==> src/inc/gtcc_pkg.sv <==
// constants, types and register map of the general timer core
//
// Function
// [RQ1] prescaler and counter advance only on falling edges of their clock
// [RQ2] reset forces prescaler to all ones and counter to zero
// [RQ3] counter loads reload on first edge after enable and after timeout
// [RQ4] prescaler divide-by-256 tap with counter forms one 24-bit counter
// [RQ5] timeout is detected when all sixteen counter bits are zero
// [RQ6] compare value is checked against counter; equality sets status flags (code ignores equality at count zero)
// [RQ7] first clock mux picks external clock or half the system clock
// [RQ8] second clock mux feeds counter from selected clock or prescaler output
// [RQ9] external clock is synchronised; each level lasts one clock period
// [RQ10] gate input is active low, synchronised, each level held one period
// [RQ11] interrupt line asserts while any unmasked expiry, gate, hit flag set
// [RQ12] output action field sets output idle level and event response
// [RQ13] software alters control register only while soft run bit is clear
// [RQ14] capture/compare mode operates when mode field holds 000
// [RQ15] enable and soft run set running flag, next edge loads reload value
// [RQ16] shadow copies counter after each decrement while gate flag clear
// [RQ17] gate rising edge sets gate flag, freezing shadow; write one clears
// [RQ18] with gate function disabled the gate input is ignored
// [RQ19] gate level flag always shows synchronised gate level
// [RQ20] capture mode keeps counting and reloading whatever the gate does
// [RQ21] compare equality sets hit and equal flags and acts on output (code ignores equality at count zero)
// [RQ22] zero sets expiry, clears equal flag, acts on output, then reloads
// [RQ23] output action is two bits: none, toggle, force zero, force one
package gtcc_pkg;
    // -----------------------------------------------------------------
    // register map (byte addresses)
    // -----------------------------------------------------------------
    localparam logic [7:0] GTCC_ADDR_CTRL = 8'h00;
    localparam logic [7:0] GTCC_ADDR_STAT = 8'h04;
    localparam logic [7:0] GTCC_ADDR_CMP = 8'h08;
    localparam logic [7:0] GTCC_ADDR_RELOAD = 8'h0c;
    localparam logic [7:0] GTCC_ADDR_SHADOW = 8'h10;
    // -----------------------------------------------------------------
    // field positions and reset values
    // -----------------------------------------------------------------
    localparam int GTCC_ST_EXPIRY = 1;
    localparam int GTCC_ST_GATE = 2;
    localparam int GTCC_ST_HIT = 3;
    localparam logic [7:0] GTCC_PSC_RESET = 8'hff;
    localparam logic [15:0] GTCC_CNT_RESET = 16'h0000;
    localparam logic [2:0] GTCC_MODE_CAPTURE = 3'h0;
    // -----------------------------------------------------------------
    // output action codes
    // -----------------------------------------------------------------
    localparam logic [1:0] GTCC_OA_NONE = 2'h0;
    localparam logic [1:0] GTCC_OA_TOGGLE = 2'h1;
    localparam logic [1:0] GTCC_OA_ZERO = 2'h2;
    localparam logic [1:0] GTCC_OA_ONE = 2'h3;
    // control register layout, msb first, bits 15:0
    typedef struct packed {
        logic [2:0] irq_mask_field;     // hit, gate, expiry
        logic [1:0] output_action_field;
        logic [2:0] mode;
        logic gate_function_enable;
        logic [2:0] prescale_tap;       // divide by 2**(tap+1)
        logic use_prescaler;
        logic ext_clock_select;
        logic prescale_count_enable;
        logic soft_run_bit;
    } gtcc_ctrl_type;
    // status register layout, msb first, bits 6:0
    typedef struct packed {
        logic out_level;
        logic gate_level_flag;
        logic compare_equal;
        logic compare_hit_flag;
        logic gate_event_flag;
        logic expiry_flag;
        logic running;
    } gtcc_stat_type;
endpackage : gtcc_pkg

==> src/verilog/gtcc_timer.sv <==
// general timer core with capture/compare mode and apb register slave
`timescale 1ns/1ns
module gtcc_timer
    import gtcc_pkg::*;
(
    // clock and reset
    input wire logic sys_clk,
    input wire logic rst_b,
    // apb slave
    input wire logic psel,
    input wire logic penable,
    input wire logic pwrite,
    input wire logic [7:0] paddr,
    input wire logic [31:0] pwdata,
    output logic [31:0] prdata,
    output logic pready,
    output logic pslverr,
    // timer pins
    input wire logic external_count_clock_input,
    input wire logic gate_input_b,
    output logic waveform_output,
    // interrupt request
    output logic interrupt_request_line
);

    // -----------------------------------------------------------------
    // registers and state
    // -----------------------------------------------------------------
    gtcc_ctrl_type control_reg;
    gtcc_stat_type status_reg;
    logic [15:0] compare_value;
    logic [15:0] first_reload_value;
    logic [15:0] count_shadow;
    logic [15:0] counter;
    logic [7:0] prescaler;
    logic loaded;
    logic updated;
    logic half_system_clock;
    logic sel_prev;
    logic ext_s1, ext_s2;
    logic gate_s1, gate_s2, gate_s3;

    // -----------------------------------------------------------------
    // decode and selection
    // -----------------------------------------------------------------
    wire setup_phase = psel & ~penable;
    wire access_done = psel & penable & pready;
    wire wr_done = access_done & pwrite;
    wire hit_ctrl = paddr == GTCC_ADDR_CTRL;
    wire hit_stat = paddr == GTCC_ADDR_STAT;
    wire hit_cmp = paddr == GTCC_ADDR_CMP;
    wire hit_reload = paddr == GTCC_ADDR_RELOAD;
    wire hit_shadow = paddr == GTCC_ADDR_SHADOW;
    wire mapped = hit_ctrl | hit_stat | hit_cmp | hit_reload | hit_shadow;
    wire [6:0] w1c = (wr_done & hit_stat) ? pwdata[6:0] : 7'h00;
    // [RQ14] capture mode only
    wire mode_ok = control_reg.mode == GTCC_MODE_CAPTURE;
    // [RQ15] enable term
    wire run = control_reg.soft_run_bit & control_reg.prescale_count_enable
        & mode_ok;
    // [RQ7] first clock multiplexer
    wire sel_clk = control_reg.ext_clock_select ? ext_s2 : half_system_clock;
    // [RQ1] falling edge of the selected clock
    wire sel_fall = sel_prev & ~sel_clk;
    wire [7:0] psc_dec = prescaler - 8'h01;
    wire psc_tap_now = prescaler[control_reg.prescale_tap];
    wire psc_tap_next = psc_dec[control_reg.prescale_tap];
    // [RQ4] tap falls when its bit drops; tap 7 chains a 24-bit count
    wire psc_fall = sel_fall & psc_tap_now & ~psc_tap_next;
    // [RQ8] second clock multiplexer
    wire cnt_fall = run & (control_reg.use_prescaler ? psc_fall : sel_fall);
    // [RQ5] timeout when all sixteen stages are zero
    wire at_zero = counter == 16'h0000;
    wire timeout_evt = updated & at_zero;
    // [RQ6] exact compare, checked on each new nonzero count value
    wire hit_evt = updated & (counter == compare_value) & ~at_zero;
    // [RQ17] gate negation edge, [RQ18] ignored unless enabled
    wire gate_rise = gate_s2 & ~gate_s3 & control_reg.gate_function_enable
        & mode_ok;
    wire oa_zero = control_reg.output_action_field == GTCC_OA_ZERO;
    wire [2:0] irq_src = {status_reg.compare_hit_flag,
        status_reg.gate_event_flag, status_reg.expiry_flag};
    // [RQ12] idle level: high for force-zero action, low otherwise
    wire idle_level = oa_zero;

    // -----------------------------------------------------------------
    // input synchronisers
    // -----------------------------------------------------------------
    // [RQ9] [RQ10] two flops before any logic reads a pin
    always_ff @(posedge sys_clk or negedge rst_b) begin
        if (!rst_b) begin
            ext_s1 <= 1'b0;
            ext_s2 <= 1'b0;
            gate_s1 <= 1'b1;
            gate_s2 <= 1'b1;
            gate_s3 <= 1'b1;
        end else begin
            ext_s1 <= external_count_clock_input;
            ext_s2 <= ext_s1;
            gate_s1 <= gate_input_b;
            gate_s2 <= gate_s1;
            gate_s3 <= gate_s2;
        end
    end

    // half clock and edge history of the selected clock
    always_ff @(posedge sys_clk or negedge rst_b) begin
        if (!rst_b) begin
            half_system_clock <= 1'b0;
            sel_prev <= 1'b0;
        end else begin
            half_system_clock <= ~half_system_clock;
            sel_prev <= sel_clk;
        end
    end

    // -----------------------------------------------------------------
    // prescaler and counter
    // -----------------------------------------------------------------
    // [RQ2] [RQ1] prescaler held at all ones while stopped
    always_ff @(posedge sys_clk or negedge rst_b) begin
        if (!rst_b) begin
            prescaler <= GTCC_PSC_RESET;
        end else if (!run) begin
            prescaler <= GTCC_PSC_RESET;
        end else if (sel_fall) begin
            prescaler <= psc_dec;
        end
    end

    // [RQ3] [RQ20] [RQ22] load on first edge and after timeout
    always_ff @(posedge sys_clk or negedge rst_b) begin
        if (!rst_b) begin
            counter <= GTCC_CNT_RESET;
            loaded <= 1'b0;
            updated <= 1'b0;
        end else begin
            updated <= cnt_fall;
            if (!run) begin
                loaded <= 1'b0;
            end else if (cnt_fall) begin
                loaded <= 1'b1;
                counter <= (!loaded || at_zero) ? first_reload_value
                    : counter - 16'h0001;
            end
        end
    end

    // -----------------------------------------------------------------
    // shadow, status and output
    // -----------------------------------------------------------------
    // [RQ16] shadow follows counter until the gate flag freezes it
    always_ff @(posedge sys_clk or negedge rst_b) begin
        if (!rst_b) begin
            count_shadow <= GTCC_CNT_RESET;
        end else if (updated && !status_reg.gate_event_flag) begin
            count_shadow <= counter;
        end
    end

    // sticky flags: a set in the clearing cycle wins over the clear
    always_ff @(posedge sys_clk or negedge rst_b) begin
        if (!rst_b) begin
            status_reg <= '0;
        end else begin
            // [RQ15] running flag
            status_reg.running <= run;
            // [RQ22] expiry flag
            status_reg.expiry_flag <= timeout_evt
                | (status_reg.expiry_flag & ~w1c[GTCC_ST_EXPIRY]);
            // [RQ17] gate event flag
            status_reg.gate_event_flag <= gate_rise
                | (status_reg.gate_event_flag & ~w1c[GTCC_ST_GATE]);
            // [RQ21] hit flag
            status_reg.compare_hit_flag <= hit_evt
                | (status_reg.compare_hit_flag & ~w1c[GTCC_ST_HIT]);
            // [RQ21] [RQ22] equal flag set on match, cleared by timeout
            if (hit_evt) begin
                status_reg.compare_equal <= 1'b1;
            end else if (timeout_evt || !run) begin
                status_reg.compare_equal <= 1'b0;
            end
            // [RQ19] gate level always visible, active low pin inverted
            status_reg.gate_level_flag <= ~gate_s2;
            status_reg.out_level <= waveform_output;
        end
    end

    // [RQ12] [RQ23] waveform output response
    always_ff @(posedge sys_clk or negedge rst_b) begin
        if (!rst_b) begin
            waveform_output <= 1'b0;
        end else if (!run) begin
            waveform_output <= idle_level;
        end else if (hit_evt || timeout_evt) begin
            unique case (control_reg.output_action_field)
                GTCC_OA_NONE: waveform_output <= waveform_output;
                GTCC_OA_TOGGLE: waveform_output <= ~waveform_output;
                GTCC_OA_ZERO: waveform_output <= ~hit_evt;
                GTCC_OA_ONE: waveform_output <= hit_evt;
            endcase
        end
    end

    // [RQ11] masked flags drive the interrupt line
    always_ff @(posedge sys_clk or negedge rst_b) begin
        if (!rst_b) begin
            interrupt_request_line <= 1'b0;
        end else begin
            interrupt_request_line <= |(irq_src & control_reg.irq_mask_field);
        end
    end

    // -----------------------------------------------------------------
    // apb slave
    // -----------------------------------------------------------------
    // [RQ13] control writes while running are accepted; results undefined
    always_ff @(posedge sys_clk or negedge rst_b) begin
        if (!rst_b) begin
            control_reg <= '0;
            compare_value <= 16'h0000;
            first_reload_value <= 16'h0000;
        end else if (wr_done) begin
            if (hit_ctrl) control_reg <= pwdata[15:0];
            if (hit_cmp) compare_value <= pwdata[15:0];
            if (hit_reload) first_reload_value <= pwdata[15:0];
        end
    end

    // no wait state: read data captured in setup, ready in access
    always_ff @(posedge sys_clk or negedge rst_b) begin
        if (!rst_b) begin
            prdata <= 32'h0000_0000;
            pready <= 1'b0;
            pslverr <= 1'b0;
        end else begin
            pready <= setup_phase;
            pslverr <= setup_phase & ~mapped;
            if (setup_phase) begin
                prdata <= hit_ctrl ? {16'h0000, control_reg}
                    : hit_stat ? {25'h0000000, status_reg}
                    : hit_cmp ? {16'h0000, compare_value}
                    : hit_reload ? {16'h0000, first_reload_value}
                    : hit_shadow ? {16'h0000, count_shadow}
                    : 32'h0000_0000;
            end
        end
    end
endmodule : gtcc_timer

==> config.mk <==
export PLATFORM = sky130hd
export DESIGN_NAME = gtcc_timer
export DESIGN_NICKNAME = d
export VERILOG_FILES = /design/src/inc/gtcc_pkg.sv /design/src/verilog/gtcc_timer.sv
export SDC_FILE = /design/constraint.sdc
export NUM_CORES = 1
export LEC_CHECK = 0
export BUFFER_PORTS_ARGS = -buffer_cell sky130_fd_sc_hd__buf_4
export CAP_MARGIN = 20
export CORE_MARGIN = 10
export CORE_UTILIZATION = 58
export CTS_BUF_LIST = sky130_fd_sc_hd__clkbuf_16
export DETAILED_ROUTE_END_ITERATION = 6
export PLACE_DENSITY = 0.88
export SLEW_MARGIN = 20
export SYNTH_ARGS = -nofsm -noshare
export SYNTH_HDL_FRONTEND = slang
export SYNTH_SLANG_ARGS = --single-unit
==> constraint.sdc <==
create_clock -name sys_clk -period 2.9 [get_ports sys_clk]
set_clock_uncertainty 0.05 [all_clocks]
set_input_delay 0.58 -clock sys_clk [delete_from_list [all_inputs] [get_ports sys_clk]]
set_output_delay 0.58 -clock sys_clk [all_outputs]
set_load 0.005 [all_outputs]
==> summary.txt <==
Drt
  – Via/cell ratio: 6.37
  – Antenna Nets Post-Route: 0
  – Iteration-0 DRC Markers: 691
  – Total length of routed wires: 17,700 µm
  – DR vias: 5,079
  – DR pass1 iterations: 5
  – WL per Instance: approximately 22 µm
  – Drt drc: 0

Timing
  – Min Tclk post-route: 2.58 ns
  – Max-slew violations: 0
  – Rel. slew slack: 0.415
  – Final setup margin: 0.321 ns
  – TNS Setup: 0 ns
  – Hold Fails Final Rpt: 0
  – F_max: 0.388 GHz
  – Period utilization: 0.889
  – Tightest Pin Transition: just under 0.9 ns
  – RSZ-0062 raised after global routing: no
  – Final setup fails: 0

Placement
  – Place WS: 0.358 ns
  – Final Wtd Congestion: between 0.9 and 1
  – HPWL Detailed: 11,700 µm
  – Buffers on Ports: 50

CTS
  – Clock-pin slew on the worst setup and hold paths: 0.06 ns
  – CTS resizes: 0
  – Htree depth: 4
  – CTS Sinks: between 100 and 150
  – CTS root buffer: clkbuf_16
  – Hold_buf cts: 0
  – Post-CTS Setup Bufs: 0
  – Clock buffer depth: 2
  – Num CTS Buffers: 17
  – CTS tree: yes
  – Worst-Skew Late Latency: 0.41 ns

Synth
  – Post-synthesis cell area: 6230 µm²
  – Area contributors post-synth: dfrtp_1, mux2_2, dfstp_2, nand2_1, o21ai_0
  – Synth warnings: 0
  – Register bit total from synthesis: roughly 120
  – Syn Inst Count: 587
  – Ys flop type: dfrtp_1
  – Synthesized area per cell: 10.6 µm²
  – Ys async rst share: 1.00
  – Post-synth EDFFs: 0
  – Cell taking the most area after synthesis: dfrtp_1
  – Synth cell types: 61
  – Area share of the largest cell type after synthesis: 0.454
  – Seq/Total Area, Yosys: 0.500

Floorplanning
  – Total core area: 10,400 µm²
  – Top-Level Pins: 83
  – Die height: 124 µm
  – Std-Cell Rows: 37
  – Die extent in x: 124 µm
  – Die ar.: 15,300 µm²
  – Starting Density: 0.598

Global routing
  – Vias in the first global route: 5,216
  – M3 GR Usage: 0.0557
  – Gr usage total: 0.235
  – First-pass GRT wire length: 27,900 µm
  – M1 GR Usage: 0.293
  – Largest net degree at the start of global routing: 50
  – M2 GR Usage: 0.388
  – Overflow after GRT: 0
  – Initial antenna violation count: 0
  – GR peak layer: met2

Cells and area
  – Layout cells sized above 1: 0.278
  – Area Overhead vs Synth: 18.8%
  – Final #Nets: 698
  – Commonest non-fill, non-tap cell in the layout: dfrtp_1
  – N_diodes: 0
  – Most frequent cells in the layout: dfrtp_1, buf_4, nand2_1

Worst hold path
  – Hold Crit Class: input pin to async pin

Pwr
  – Leakage power: ~0.0035 µW
  – Max VDD drop: 0.410 mV
  – PD cells: approximately 570 nW/µm²

Job
  – Max_cap viols: 0

Setup path
  – Kind of critical path: flip-flop to flip-flop
  – CP Max Fanout: 9
  – Data arrival, critical path: 2.88 ns
  – Crit start category: flip-flop
  – WP data required: 3.20 ns
  – Critical Path End Type: flip-flop

Status
  – Status: finished clean
-- worst max-delay path, stage by stage (launching register included) --
cell      delay, ns
dfrtp_1        0.46
inv_1          0.13
ha_1           0.21
nor2b_1        0.16
and3_1         0.21
a21boi_1       0.61
buf_4          0.30
nor2_1         0.06
a31oi_1        0.16
o22a_1         0.16
-- per-stage QoR --
step                std cells  hold slack, ns  cell area [µm²]  total power [µW]  utilization
CTS                       797           0.164             7400              4190        0.711
global placement          764           0.290             6770              1930        0.649
detailed placement        765           0.299             6770              1930        0.650
finish                    797           0.156             7400              4190        0.711
floorplan                 602           0.234             6280              1850            -
global route              797           0.195             7400              4290        0.711
-- area by class of cell --
class	count	area [µm²]
clock buffer	17	425
clock inverter	15	204
fill	689	3010
inverter	22	87.6
multi-input combinational	409	2830
sequential	124	3120
tap	136	170
timing repair buffer	74	568
-- report_power, final --
part | leakage [µW] | internal [µW] | switching (µW)
registers | 0.00165 | 1740 | 7.15
logic | 0.00155 | 56.8 | 99.0
clock network | 0.000306 | 1510 | 774
-- layer usage --
| layer | part of all wire | vias to the layer above |
|---|---|---|
| met5 | 0 | - |
| met4 | 0.030 | 0 |
| met2 | 0.48 | 325 |
| met3 | 0.11 | 51 |
| met1 | 0.38 | 2516 |
| li1 | - | 2187 |
-- kinds of logic after synthesis --
kind of cell             synth area share
AND/OR/NAND/NOR                     0.137
flip-flops                          0.500
AO/OA/AOI/OAI                       0.130
multiplexers                        0.137
buffers and inverters              0.0548
XOR/XNOR                           0.0352
adder cells (fa/ha/maj)           0.00603
other                            0.000602
-- Yosys cell counts, types with 6 or more instances --
cell type and n:
buf_2 8, clkbuf_1 20, o21ai_0 38, dfstp_2 11, buf_4 16, o31ai_1 6, o22a_1 6, nor3_1 20
nand2_1 64, xor2_1 7, nand3_1 14, o22ai_1 6, xnor2_1 18, a21oi_1 17, a221oi_1 6, mux2_2 60
dfrtp_1 113, nor2b_1 9, a22o_1 10, mux2i_1 16, inv_1 21, nor2_1 23, o2bb2ai_1 7
-- final timing paths --
kind	startpoint	to	slack (ns)	cells after the start
max	counter[0]	counter[7]	0.32	9
min	rst_b	first_reload_value[13]	0.16	1
max reg2reg	counter[0]	counter[7]	0.32	9
min reg2reg	gate_s1	gate_s2	0.31	0
max in group asynchronous	rst_b	count_shadow[3]	1.87	2
min in group sys_clk	gate_input_b	gate_s1	0.22	1
(Power assumes the default switching activity.)
